### src/rtl/prc_regs.vh
// register map, field layout, reset values and timing constants of the pulse rate converter
`ifndef PRC_REGS_VH
`define PRC_REGS_VH
// ----------------------------------------
// register offsets
// ----------------------------------------
`define PRC_CTRL 12'h000
`define PRC_FULLFREQ 12'h004
`define PRC_ZEROFREQ 12'h008
`define PRC_LOWCUT 12'h00C
`define PRC_SAMPTIME 12'h010
`define PRC_ALMSET 12'h014
`define PRC_ALMHYST 12'h018
`define PRC_ALMONDLY 12'h01C
`define PRC_ALMOFFDLY 12'h020
`define PRC_TRIM 12'h024
`define PRC_STATUS 12'h028
`define PRC_MEASFREQ 12'h02C
// ----------------------------------------
// control fields
// ----------------------------------------
`define PRC_B_INTEG 0
`define PRC_B_AUTOSAMP 1
`define PRC_B_FILTER 2
`define PRC_B_HIGH1 3
`define PRC_B_HIGH2 4
`define PRC_B_ENERG1 5
`define PRC_B_ENERG2 6
`define PRC_B_TRIM_BIPOLAR 16
// ----------------------------------------
// reset values (frequencies in 0.01 Hz, levels in 0.1 %)
// ----------------------------------------
`define PRC_CTRL_RST 32'h0001_130A
`define PRC_FULL_RST 24'h00_03E8
`define PRC_ZERO_RST 24'h00_0000
`define PRC_LOWCUT_RST 24'h00_0001
`define PRC_SAMP_RST 10'h064
`define PRC_ALMSET_RST 32'h0000_03E8
`define PRC_ALMHYST_RST 32'h001E_001E
// ----------------------------------------
// scaling and timing
// ----------------------------------------
// at 200 MHz: 100 ms tick, 20 s timeout, 10 ms / 8 filter, clock x 100 in 0.01 Hz
`define PRC_TICK_CYC 32'h0131_2D00
`define PRC_TIMEOUT_CYC 33'h0_EE6B_2800
`define PRC_FILTER_CYC 24'h03_D090
`define PRC_FREQ_NUM 40'h04_A817_C800
`define PRC_FULL_PCT 11'd1000
`define PRC_AUTO_NUM 40'd100000
`define PRC_AUTO_FAST 24'd100000
`define PRC_AUTO_SLOW 24'd100
`define PRC_SAMP_MAX 10'd1000
`define PRC_ON_MARGIN 14'd2
`define PRC_DIV_STEPS 6'd40
`define PRC_SPAN_LIM 8'sd100
`define PRC_SPAN_LIM_BI 8'sd50
`define PRC_ZERO_LIM 8'sd50
`endif

### src/rtl/prc_core.v
// pulse rate converter core: pulse capture, frequency, scaling, alarms, apb registers
`include "prc_regs.vh"
module prc_core #(
  parameter [31:0] TICK_CYC = `PRC_TICK_CYC,
  parameter [32:0] TIMEOUT_CYC = `PRC_TIMEOUT_CYC,
  parameter [23:0] FILTER_CYC = `PRC_FILTER_CYC
) (
  // clock and reset
  input wire mclk,
  input wire reset,
  // apb slave
  input wire psel,
  input wire penable,
  input wire pwrite,
  input wire [11:0] paddr,
  input wire [31:0] pwdata,
  output reg [31:0] prdata,
  output wire pready,
  output wire pslverr,
  // field pulse input, high while on
  input wire pulseIn,
  // analog level out, signed, 0.1 % units
  output reg [15:0] outLevel,
  output reg outUpdate,
  // alarm relays and indicators
  output wire [1:0] relayDrive,
  output wire [1:0] alarmLed,
  // serial link configuration
  output wire [1:0] linkBaudSel,
  output wire linkSevenBits,
  output wire linkTwoStop,
  output wire [1:0] linkParity,
  output wire [1:0] linkProtocol,
  output wire [4:0] linkAddress
);
  // ----------------------------------------
  // registers
  // ----------------------------------------
  reg [31:0] ctrl;
  reg [23:0] fullFreq;
  reg [23:0] zeroFreq;
  reg [23:0] lowcut;
  reg [9:0] sampTime;
  reg [31:0] almSet;
  reg [31:0] almHyst;
  reg [31:0] almOnDly;
  reg [31:0] almOffDly;
  reg [16:0] trim;
  reg [23:0] measFreq;
  reg [15:0] rawLevel;
  wire [1:0] alarm;

  wire wrEn = psel & penable & pwrite;
  wire setup = psel & ~penable;
  reg mapped;
  reg [31:0] rdVal;

  assign pready = 1'b1;
  assign pslverr = psel & penable & ~mapped;

  always @*
  begin
    mapped = 1'b1;
    rdVal = 32'h0000_0000;
    case (paddr)
      `PRC_CTRL: rdVal = ctrl;
      `PRC_FULLFREQ: rdVal = {8'h00, fullFreq};
      `PRC_ZEROFREQ: rdVal = {8'h00, zeroFreq};
      `PRC_LOWCUT: rdVal = {8'h00, lowcut};
      `PRC_SAMPTIME: rdVal = {22'h00_0000, sampTime};
      `PRC_ALMSET: rdVal = almSet;
      `PRC_ALMHYST: rdVal = almHyst;
      `PRC_ALMONDLY: rdVal = almOnDly;
      `PRC_ALMOFFDLY: rdVal = almOffDly;
      `PRC_TRIM: rdVal = {15'h0000, trim};
      `PRC_STATUS: rdVal = {14'h0000, alarm, outLevel};
      `PRC_MEASFREQ: rdVal = {8'h00, measFreq};
      default: mapped = 1'b0;
    endcase
  end

  always @(posedge mclk)
  begin
    if (reset)
    begin
      prdata <= 32'h0000_0000;
      ctrl <= `PRC_CTRL_RST;
      fullFreq <= `PRC_FULL_RST;
      zeroFreq <= `PRC_ZERO_RST;
      lowcut <= `PRC_LOWCUT_RST;
      sampTime <= `PRC_SAMP_RST;
      almSet <= `PRC_ALMSET_RST;
      almHyst <= `PRC_ALMHYST_RST;
      almOnDly <= 32'h0000_0000;
      almOffDly <= 32'h0000_0000;
      trim <= 17'h0_0000;
    end
    else
    begin
      if (setup)
        prdata <= rdVal;
      if (wrEn)
      begin
        case (paddr)
          `PRC_CTRL: ctrl <= {11'h000, pwdata[20:0]};
          `PRC_FULLFREQ: fullFreq <= pwdata[23:0];
          `PRC_ZEROFREQ: zeroFreq <= pwdata[23:0];
          `PRC_LOWCUT: lowcut <= pwdata[23:0];
          `PRC_SAMPTIME: sampTime <= pwdata[9:0];
          `PRC_ALMSET: almSet <= {6'h00, pwdata[25:16], 6'h00, pwdata[9:0]};
          `PRC_ALMHYST: almHyst <= {6'h00, pwdata[25:16], 6'h00, pwdata[9:0]};
          `PRC_ALMONDLY: almOnDly <= {6'h00, pwdata[25:16], 6'h00, pwdata[9:0]};
          `PRC_ALMOFFDLY: almOffDly <= {6'h00, pwdata[25:16], 6'h00, pwdata[9:0]};
          `PRC_TRIM: trim <= pwdata[16:0];
          default: ;
        endcase
      end
    end
  end

  assign linkBaudSel = ctrl[9:8];
  assign linkSevenBits = ctrl[10];
  assign linkTwoStop = ctrl[11];
  assign linkParity = ctrl[13:12];
  assign linkProtocol = ctrl[15:14];
  assign linkAddress = ctrl[20:16];

  // ----------------------------------------
  // input filter and edge detect
  // ----------------------------------------
  reg [23:0] filtCnt;
  reg filtOut;
  reg pulsePrev;
  wire pulseLvl = ctrl[`PRC_B_FILTER] ? filtOut : pulseIn;
  wire pulseEdge = pulseLvl & ~pulsePrev;

  always @(posedge mclk)
  begin
    if (reset)
    begin
      filtCnt <= 24'h00_0000;
      filtOut <= 1'b0;
      pulsePrev <= 1'b0;
    end
    else
    begin
      pulsePrev <= pulseLvl;
      // integrating filter with hysteresis at both ends
      if (pulseIn && filtCnt != FILTER_CYC)
        filtCnt <= filtCnt + 24'h00_0001;
      else if (!pulseIn && filtCnt != 24'h00_0000)
        filtCnt <= filtCnt - 24'h00_0001;
      if (filtCnt == FILTER_CYC)
        filtOut <= 1'b1;
      else if (filtCnt == 24'h00_0000)
        filtOut <= 1'b0;
    end
  end

  // ----------------------------------------
  // 100 ms tick, period and window counters
  // ----------------------------------------
  reg [31:0] tickCnt;
  reg tick;
  reg [32:0] periodCnt;
  reg havePrev;
  reg [23:0] pulseCnt;
  reg [9:0] winTicks;
  reg [9:0] autoT;
  reg [32:0] measRaw;
  reg measPend;
  reg measTake;
  wire integ = ctrl[`PRC_B_INTEG];
  wire [9:0] sampSel = ctrl[`PRC_B_AUTOSAMP] ? autoT : sampTime;
  wire [9:0] sampT = (sampSel == 10'h000) ? 10'h001 : sampSel;

  always @(posedge mclk)
  begin
    if (reset)
    begin
      tickCnt <= 32'h0000_0000;
      tick <= 1'b0;
      periodCnt <= 33'h0_0000_0000;
      havePrev <= 1'b0;
      pulseCnt <= 24'h00_0000;
      winTicks <= 10'h000;
      measRaw <= 33'h0_0000_0000;
      measPend <= 1'b0;
    end
    else
    begin
      tick <= (tickCnt == TICK_CYC - 32'h0000_0001);
      tickCnt <= (tickCnt == TICK_CYC - 32'h0000_0001) ? 32'h0000_0000 :
                 tickCnt + 32'h0000_0001;
      if (measTake)
        measPend <= 1'b0;
      // direct mode: period between on-transitions
      if (pulseEdge)
      begin
        periodCnt <= 33'h0_0000_0000;
        havePrev <= 1'b1;
        if (havePrev && !integ)
        begin
          measRaw <= periodCnt + 33'h0_0000_0001;
          measPend <= 1'b1;
        end
      end
      else if (periodCnt >= TIMEOUT_CYC)
      begin
        periodCnt <= 33'h0_0000_0000;
        havePrev <= 1'b0;
        if (!integ)
        begin
          measRaw <= 33'h0_0000_0000;
          measPend <= 1'b1;
        end
      end
      else
        periodCnt <= periodCnt + 33'h0_0000_0001;
      // integration mode: pulses over the sampling window
      if (tick && winTicks + 10'h001 >= sampT)
      begin
        winTicks <= 10'h000;
        pulseCnt <= 24'h00_0000;
        if (integ)
        begin
          measRaw <= {9'h000, pulseCnt + {23'h00_0000, pulseEdge}};
          measPend <= 1'b1;
        end
      end
      else
      begin
        if (tick)
          winTicks <= winTicks + 10'h001;
        if (pulseEdge)
          pulseCnt <= pulseCnt + 24'h00_0001;
      end
    end
  end

  // ----------------------------------------
  // shared divider and scaling sequence
  // ----------------------------------------
  localparam [4:0] S_TIME = 5'b00001;
  localparam [4:0] S_IDLE = 5'b00010;
  localparam [4:0] S_FREQ = 5'b00100;
  localparam [4:0] S_RAW = 5'b01000;
  localparam [4:0] S_LVL = 5'b10000;

  reg [4:0] state;
  reg divRun;
  reg [5:0] divCnt;
  reg [39:0] divQ;
  reg [32:0] divRem;
  reg [32:0] divDen;
  reg [39:0] next_num;
  reg [32:0] next_den;
  wire [33:0] divTry = {divRem, divQ[39]};
  wire divFits = divTry >= {1'b0, divDen};
  wire [23:0] freqCut = (divQ[39:24] != 16'h0000) ? 24'hFF_FFFF : divQ[23:0];
  wire [23:0] fSpan = fullFreq - zeroFreq;
  wire [23:0] fAbove = (measFreq > zeroFreq) ? measFreq - zeroFreq : 24'h00_0000;
  wire signed [7:0] spanRaw = trim[15:8];
  wire signed [7:0] zeroRaw = trim[7:0];
  wire signed [7:0] spanLim = trim[`PRC_B_TRIM_BIPOLAR] ? `PRC_SPAN_LIM_BI : `PRC_SPAN_LIM;
  wire signed [7:0] spanTrim = (spanRaw > spanLim) ? spanLim :
                               (spanRaw < -spanLim) ? -spanLim : spanRaw;
  wire signed [7:0] zeroTrim = (zeroRaw > `PRC_ZERO_LIM) ? `PRC_ZERO_LIM :
                               (zeroRaw < -`PRC_ZERO_LIM) ? -`PRC_ZERO_LIM : zeroRaw;
  wire [10:0] spanMul = `PRC_FULL_PCT + {{3{spanTrim[7]}}, spanTrim};
  wire [15:0] qSat = (divQ[39:15] != 25'h000_0000) ? 16'h7FFF : divQ[15:0];
  wire [15:0] lvlTrim = qSat + {{8{zeroTrim[7]}}, zeroTrim};

  always @*
  begin
    next_num = 40'h00_0000_0000;
    next_den = 33'h0_0000_0000;
    case (state)
      S_TIME:
      begin
        next_num = `PRC_AUTO_NUM;
        next_den = {9'h000, fullFreq};
      end
      S_FREQ:
      begin
        if (integ)
        begin
          next_num = measRaw[23:0] * 40'd1000;
          next_den = {23'h00_0000, sampT};
        end
        else
        begin
          next_num = `PRC_FREQ_NUM;
          next_den = measRaw;
        end
      end
      S_RAW:
      begin
        next_num = fAbove * 40'd1000;
        next_den = {9'h000, fSpan};
      end
      S_LVL:
      begin
        next_num = fAbove * {29'h0000_0000, spanMul};
        next_den = {9'h000, fSpan};
      end
      default: ;
    endcase
  end

  always @*
    measTake = (state == S_IDLE) && measPend;

  always @(posedge mclk)
  begin
    if (reset)
    begin
      state <= S_TIME;
      divRun <= 1'b0;
      divCnt <= 6'h00;
      divQ <= 40'h00_0000_0000;
      divRem <= 33'h0_0000_0000;
      divDen <= 33'h0_0000_0000;
      autoT <= `PRC_SAMP_MAX;
      measFreq <= 24'h00_0000;
      rawLevel <= 16'h0000;
      outLevel <= 16'h0000;
      outUpdate <= 1'b0;
    end
    else
    begin
      outUpdate <= 1'b0;
      if (state == S_IDLE)
      begin
        state <= measPend ? S_FREQ : S_TIME;
      end
      else if (!divRun)
      begin
        divRun <= 1'b1;
        divCnt <= `PRC_DIV_STEPS;
        divQ <= next_num;
        divRem <= 33'h0_0000_0000;
        divDen <= next_den;
      end
      else if (divCnt != 6'h00)
      begin
        divCnt <= divCnt - 6'h01;
        divRem <= divFits ? divTry[32:0] - divDen : divTry[32:0];
        divQ <= {divQ[38:0], divFits};
      end
      else
      begin
        divRun <= 1'b0;
        case (state)
          S_TIME:
          begin
            if (fullFreq >= `PRC_AUTO_FAST)
              autoT <= 10'h001;
            else if (fullFreq <= `PRC_AUTO_SLOW)
              autoT <= `PRC_SAMP_MAX;
            else
              autoT <= divQ[9:0];
            state <= S_IDLE;
          end
          S_FREQ:
          begin
            // zero divisor means no pulse seen: frequency zero
            if (divDen == 33'h0_0000_0000 || freqCut < lowcut)
              measFreq <= 24'h00_0000;
            else
              measFreq <= freqCut;
            state <= S_RAW;
          end
          S_RAW:
          begin
            rawLevel <= (divDen == 33'h0_0000_0000) ? 16'h0000 : qSat;
            state <= S_LVL;
          end
          S_LVL:
          begin
            if (divDen == 33'h0_0000_0000)
              outLevel <= {{8{zeroTrim[7]}}, zeroTrim};
            else
              outLevel <= lvlTrim;
            outUpdate <= 1'b1;
            state <= S_IDLE;
          end
          default: state <= S_IDLE;
        endcase
      end
    end
  end

  // ----------------------------------------
  // alarms
  // ----------------------------------------
  genvar i;
  generate
    for (i = 0; i < 2; i = i + 1)
    begin : alm
      reg cond;
      reg active;
      reg [13:0] dly;
      wire high = ctrl[`PRC_B_HIGH1 + i];
      wire energNormal = ctrl[`PRC_B_ENERG1 + i];
      wire [15:0] setp = {6'h00, almSet[i*16 +: 10]};
      wire [15:0] hyst = {6'h00, almHyst[i*16 +: 10]};
      wire [13:0] onT = almOnDly[i*16 +: 10] * 14'd10 + `PRC_ON_MARGIN;
      wire [13:0] offT = almOffDly[i*16 +: 10] * 14'd10;
      wire [13:0] target = cond ? onT : offT;
      always @(posedge mclk)
      begin
        if (reset)
        begin
          cond <= 1'b0;
          active <= 1'b0;
          dly <= 14'h0000;
        end
        else
        begin
          if (high)
          begin
            if (!cond && rawLevel >= setp)
              cond <= 1'b1;
            else if (cond && rawLevel + hyst < setp)
              cond <= 1'b0;
          end
          else
          begin
            if (!cond && rawLevel <= setp)
              cond <= 1'b1;
            else if (cond && rawLevel > setp + hyst)
              cond <= 1'b0;
          end
          if (cond == active)
            dly <= 14'h0000;
          else if (dly >= target)
          begin
            active <= cond;
            dly <= 14'h0000;
          end
          else if (tick)
            dly <= dly + 14'h0001;
        end
      end
      assign alarm[i] = active;
      assign relayDrive[i] = active ^ energNormal;
      assign alarmLed[i] = active;
    end
  endgenerate

endmodule

### config.mk
export PLATFORM = sky130hd
export DESIGN_NAME = prc_core
export DESIGN_NICKNAME = d
export VERILOG_FILES = /design/src/rtl/prc_core.v
export VERILOG_INCLUDE_DIRS = /design/src /design/src/rtl
export SDC_FILE = /design/constraint.sdc
export NUM_CORES = 2
export LEC_CHECK = 0
export ABC_AREA = 0
export BUFFER_PORTS_ARGS = -buffer_cell sky130_fd_sc_hd__buf_2
export CAP_MARGIN = 10
export CORE_ASPECT_RATIO = 1.4
export CORE_MARGIN = 1
export CORE_UTILIZATION = 45
export DETAILED_ROUTE_END_ITERATION = 10
export SYNTH_ARGS = -nofsm -noshare
export SYNTH_HDL_FRONTEND = slang
export SYNTH_SLANG_ARGS = --single-unit
### constraint.sdc
create_clock -name mclk -period 10.3 [get_ports mclk]
set_input_delay 2.06 -clock mclk [delete_from_list [all_inputs] [get_ports mclk]]
set_output_delay 2.06 -clock mclk [all_outputs]
set_load 0.005 [all_outputs]
# Word level (Yosys, flattened, before mapping)
# Index checks and enable logic that the tools add are counted.
dict set report classes {
  mul 7
  n_bitwise 15
  eq_ne 25
  n_mux 68
  addsub 22
  n_reduce_logical 61
  order_cmp 21
}
# operator count
set ops {}
lappend ops {{$mux 33} 10}
lappend ops {{$pmux 26 s12} 1}
lappend ops {{$pmux 35 s4} 1}
lappend ops {{$mux 24} 5}
lappend ops {{$pmux 33 s3} 1}
lappend ops {{$mux 40} 2}
lappend ops {{$mul 24x7->31 const B} 2}
lappend ops {{$mul 10x3->13 const B} 4}
lappend ops {{$add 24x1->24 const B} 2}
lappend ops {{$eq 12x5->1 const B} 4}
lappend ops {{$eq 12x6->1 const B} 4}
lappend ops {{$mux 16} 3}
lappend ops {{$sub 24x24->24} 2}
lappend ops {{$mux 10} 4}
lappend ops {{$mul 24x11->35} 1}
lappend ops {{$mux 35} 1}
lappend ops {{$ge 34x33->1} 1}
lappend ops {{$reduce_and 2->1} 17}
lappend ops {{$add 33x1->33 const B} 1}
lappend ops {{$ge 33x32->1 const B} 1}
lappend ops {{$logic_not 33->1} 1}
lappend ops {{$sub 33x33->33} 1}
lappend ops {{$add 16x10->16} 2}
lappend ops {{$add 32x1->32 const B} 1}
lappend ops {{66 further kinds} 147}
dict set report word_totals {
  output_inout_bits 68
  reg_bits 610
  elab_cells 258
}

# Depth between registers and ports, before layout
dict set report logic_depth {
  word_depth 9
  ltp_mapped 35
}

# Worst setup path before layout
# OpenSTA, ideal clock, no wires.
dict set report synth_timing {
  path_type {register to register}
  start {register trim[16]}
  end {register divQ[33]}
  path_stages_with_launch 34
  setup_time_ns 0.125
  slack_ns 2.064
  t_arrival_ns 8.111
  path_buffers 2
  cell_sequence {dfxtp_1 > inv_1 > ha_1 > nor3_1 > o31a_1 > o21ai_0 > ha_1 > o21ai_1 > inv_1 > ha_1 > a21oi_1 > xnor2_1 > and2_1 > clkbuf_1 > nand2_1 > fa_1 > inv_1 > fa_1 > fa_1 > fa_1 > inv_1 > fa_1 > inv_1 > ha_1 > buf_2 > a21o_1 > a21o_1 > a21o_1 > a41oi_4 > o211ai_4 > a31oi_2 > a31oi_1 > mux2i_1 > o41a_1}
}
dict set report synth_between {
  elab_chain_cells 9
  elab_cells_between_ends 10
  classes_between {add/sub: 2; mul: 1; order compare: 2; mux: 5}
}
# item line_no
set synth_rtl {}
lappend synth_rtl {{start, declared} prc_core.v:48} ;# reg [16:0] trim;
lappend synth_rtl {{start signal, assigned} prc_core.v:114} ;# `PRC_TRIM: trim <= pwdata[16:0];
lappend synth_rtl {{$mux 7 (no line) (*)} -}
lappend synth_rtl {{$neg 7->8} prc_core.v:267} ;# (spanRaw < -spanLim) ? -spanLim : spanRaw;
lappend synth_rtl {{$lt 8x8->1} prc_core.v:267}
lappend synth_rtl {{$mux 8} prc_core.v:267}
lappend synth_rtl {{$mux 8 (*)} prc_core.v:266} ;# wire signed [7:0] spanTrim = (spanRaw > spanLim) ? spanLim :
lappend synth_rtl {{$add 10x11->11 (no line) (*)} -}
lappend synth_rtl {{$mul 24x11->35 (*)} prc_core.v:304} ;# next_num = fAbove * {29'h0000_0000, spanMul};
lappend synth_rtl {{$pmux 35 s4 (*)} prc_core.v:278} ;# case (state)
lappend synth_rtl {{$mux 40 (*)} prc_core.v:337} ;# else if (!divRun)
lappend synth_rtl {{end signal, assigned} prc_core.v:341} ;# divQ <= next_num;
lappend synth_rtl {{end signal, assigned} prc_core.v:349} ;# divQ <= {divQ[38:0], divFits};
lappend synth_rtl {{end, declared} prc_core.v:253} ;# reg [39:0] divQ;
# Every way passes the cells marked *; elsewhere a longest branch is shown, timed or not.
# A chain may end at the register's enable or synchronous reset.

# Worst setup path in the final report
# Same ends and word-level chain as after synthesis.

==> flow_summary.json <==
{
  "outcome": "finished, final reports clean",
  "cts_buffer_depth": 3,
  "pwr-share-clk_pct": 38.6,
  "cp_num_buf_inv": 5,
  "crit_family": "adder cells",
  "powerDensity_nw_per_um2": 112,
  "crit_slowest_cell": "and2_1",
  "nets": 7758,
  "track_usage_pct": 29.0,
  "regArea_sq_um": 12100,
  "cts-hold-fix-buffers": 0,
  "max_stage_delay_ns": 0.57,
  "finalCritPeriodShare_pct": 88.7,
  "hold_viol_final": 0,
  "total_power_uw": 6700,
  "hp-class": "register to register",
  "grt_first_pass_wirelength_um": 280000,
  "synthFlopType": "dfxtp_1",
  "drtAntennaViolNets": 0,
  "std_cell_rows": 151,
  "vias": 49038,
  "worst_setup_path_start_kind": "register",
  "path_class": "register to register",
  "syn_area_per_cell_sq_um": 8.13,
  "via_per_inst": 5.83,
  "die-height_um": 417,
  "ys_seq_area_share_pct": 21.8,
  "globalplace.congestion": 0.981,
  "dr.first_iter.drc_count": 3894,
  "finalCriticalPeriod_ns": 9.13,
  "hpwl_um": 142000,
  "intPower_uw": 4550,
  "multiInputGateArea_sq_um": 39800,
  "drv_cap": 0,
  "cts-htree-levels": 3,
  "report.final.slew_viol_count": 0,
  "post_cts_buffers": 0,
  "cts.clk_slew.worst_paths_ns": 0.06,
  "start_util_pct": 45.6,
  "drc_errors": 0,
  "io_pins": 118,
  "rsz0062_at_grt": "false",
  "synth_edf_count": 0,
  "yosys.area.top_type": "dfxtp_1",
  "worst_pin_slew_ns": 1.20,
  "synth.distinct_cells": 113,
  "required_ns": 10.82,
  "cts_resized": 0,
  "worstPathArrival_ns": 9.65,
  "ir_drop_mv": 0.182,
  "area.growth.synth_to_final_pct": 7.85,
  "swShare_pct": 32.1,
  "cp-end-kind": "register",
  "cts_tree": "built",
  "final_util_pct": 49.1,
  "route.detailed.wl_per_inst_um": 21.7,
  "overflow": 0,
  "dieArea_sq_um": 124000,
  "p_leak_uw": 0.0264,
  "skew_ns": 0.0418,
  "p_switching_uw": 2150,
  "cp_max_fo": 12,
  "yosys_warnings": 0,
  "fillers": 11849,
  "syn_area_sq_um": 55400,
  "antenna_found_initial": 1,
  "synthTopCellsByCount": "nand2_1 (983), dfxtp_1 (604), inv_1 (598), ha_1 (570), nor2_1 (566)",
  "setup_violations": 0,
  "root_buffer": "clkbuf_16",
  "drive_gt1_share_pct": 6.35,
  "io_buffers": 104,
  "yosysMostFrequentCell": "nand2_1",
  "synth_top_area_share_pct": 21.8,
  "clk_latency_ns": 0.68,
  "cp_common_cell": "fa_1",
  "hold_ws_ns": 0.457,
  "core_area_sq_um": 121000,
  "clock.fmax_mhz": 109,
  "max_slew_margin_pct": 20.1,
  "grt_pass1_vias": 48260,
  "tns_ns": 0,
  "grt_max_degree": 86,
  "yosys-top-cells-area": "dfxtp_1 (22%), fa_1 (14%), ha_1 (13%)",
  "die_w_um": 298,
  "synth_cells": 6805,
  "dpl_worst_slack_ns": 1.18,
  "numCtsBuffers": 68,
  "routed_wirelength_um": 182000,
  "combPwrFrac_pct": 24.0,
  "first_pass_iters": 7,
  "seqPwrFrac_pct": 37.4,
  "clock_sinks": 604,
  "synthArstFlopShare_pct": 0,
  "fin_ws_ns": 1.17,
  "ys_ff_latch": 604
}
[per-layer routing]
layer,GRT usage (%),wire [um],vias to the layer above
li1,-,-,23278
met1,33.2,69300,23585
met2,51.1,90000,1622
met3,3.00,9910,551
met4,18.9,13100,2
met5,0,8,-
[cell usage in the layout (no fill, tap or decap), drive strengths merged, types with 26 or more instances in the layout]
| cell | synthesis | routed |
|---|---|---|
| or3 | 34 | 34 |
| buf | 87 | 194 |
| and3 | 83 | 83 |
| dfxtp | 604 | 604 |
| a221oi | 38 | 38 |
| nor2 | 568 | 568 |
| o21a | 53 | 53 |
| o211ai | 28 | 28 |
| nor2b | 43 | 43 |
| mux2i | 61 | 61 |
| or2 | 26 | 26 |
| xor2 | 189 | 189 |
| clkbuf | 232 | 83 |
| a21o | 140 | 140 |
| nand2b | 45 | 45 |
| o21ai | 297 | 297 |
| and2 | 45 | 45 |
| a211oi | 71 | 71 |
| inv | 602 | 607 |
| nand2 | 985 | 985 |
| nor4 | 31 | 31 |
| a21oi | 558 | 558 |
| nand4 | 76 | 76 |
| a31oi | 36 | 36 |
| xnor2 | 210 | 210 |
| nor3 | 122 | 122 |
| o22ai | 29 | 29 |
| ha | 570 | 570 |
| nand3 | 153 | 153 |
| a222oi | 37 | 37 |
| fa | 382 | 382 |
| a22oi | 53 | 53 |
| o21bai | 44 | 44 |
[cell type report]
cell class                      instances  area share, %
Tap cell                             1606           3.37
Sequential cell                       604           20.3
Clock inverter                         35          0.792
Timing Repair Buffer                  194           2.03
Multi-Input combinational cell       5284           66.7
Antenna cell                            2        0.00838
Inverter                              604           3.80
Clock buffer                           83           3.10
[worst paths after layout]
path | end | depth (start not counted) | slack, ns | startpoint
max reg2reg | divQ[33]$_SDFFE_PP0P_ | 33 | 1.17 | trim[16]$_SDFFE_PP0P_
max | divQ[33]$_SDFFE_PP0P_ | 33 | 1.17 | trim[16]$_SDFFE_PP0P_
min reg2reg | zeroFreq[3]$_SDFFE_PP0P_ | 2 | 0.46 | zeroFreq[3]$_SDFFE_PP0P_
min | zeroFreq[3]$_SDFFE_PP0P_ | 2 | 0.46 | zeroFreq[3]$_SDFFE_PP0P_
[flip-flops by register name, indices dropped and copies added (netlist names), 21 cells and up]
name       flops
zeroFreq      24
measRaw       33
divQ          40
pulseCnt      24
divDen        33
measFreq      24
alm.dly       28
ctrl          21
periodCnt     33
fullFreq      24
prdata        26
divRem        33
lowcut        24
filtCnt       24
tickCnt       32
[worst register-to-register path, delay by kind of cell (launching register included)]
kind,cells,cell delay [ns]
AO/OA/AOI/OAI,12,2.71
XOR/XNOR,1,0.18
adder cells (fa/ha/maj),9,4.01
buffers and inverters,5,0.47
flip-flops,1,0.30
multiplexers,2,0.24
AND/OR/NAND/NOR,4,1.08
[through the flow]
| step | std cells | area, sq um |
|---|---|---|
| after floorplan | 6811 | 55400 |
| after global placement | 8291 | 57400 |
| after detailed placement | 8291 | 57400 |
| after CTS | 8409 | 59700 |
| after global routing | 8410 | 59700 |
| final | 8412 | 59700 |
[power by group through the flow]
| stage | registers [uW] | clock network [uW] | logic [uW] |
|---|---|---|---|
| after detailed placement | 2560 | 0 | 1590 |
| after floorplan | 2520 | 0 | 1220 |
| after CTS | 2500 | 2620 | 1600 |
| after global routing | 2520 | 2710 | 1760 |
| final | 2510 | 2590 | 1610 |
| after global placement | 2550 | 0 | 1570 |
[logic make-up (layout without fill, tap and decap cells)]
family | Yosys count | count (layout) | share of synthesized area, %
buf+inv | 923 | 916 | 6.58
mux | 80 | 80 | 1.71
xor+xnor | 399 | 399 | 6.31
flops | 604 | 604 | 21.8
fa+ha+maj | 952 | 952 | 26.7
simple gates | 2276 | 2276 | 18.6
compound gates | 1569 | 1569 | 18.3
other cells | 2 | 10 | 0.0136
No activity file was read; power rests on OpenSTA's default activity.
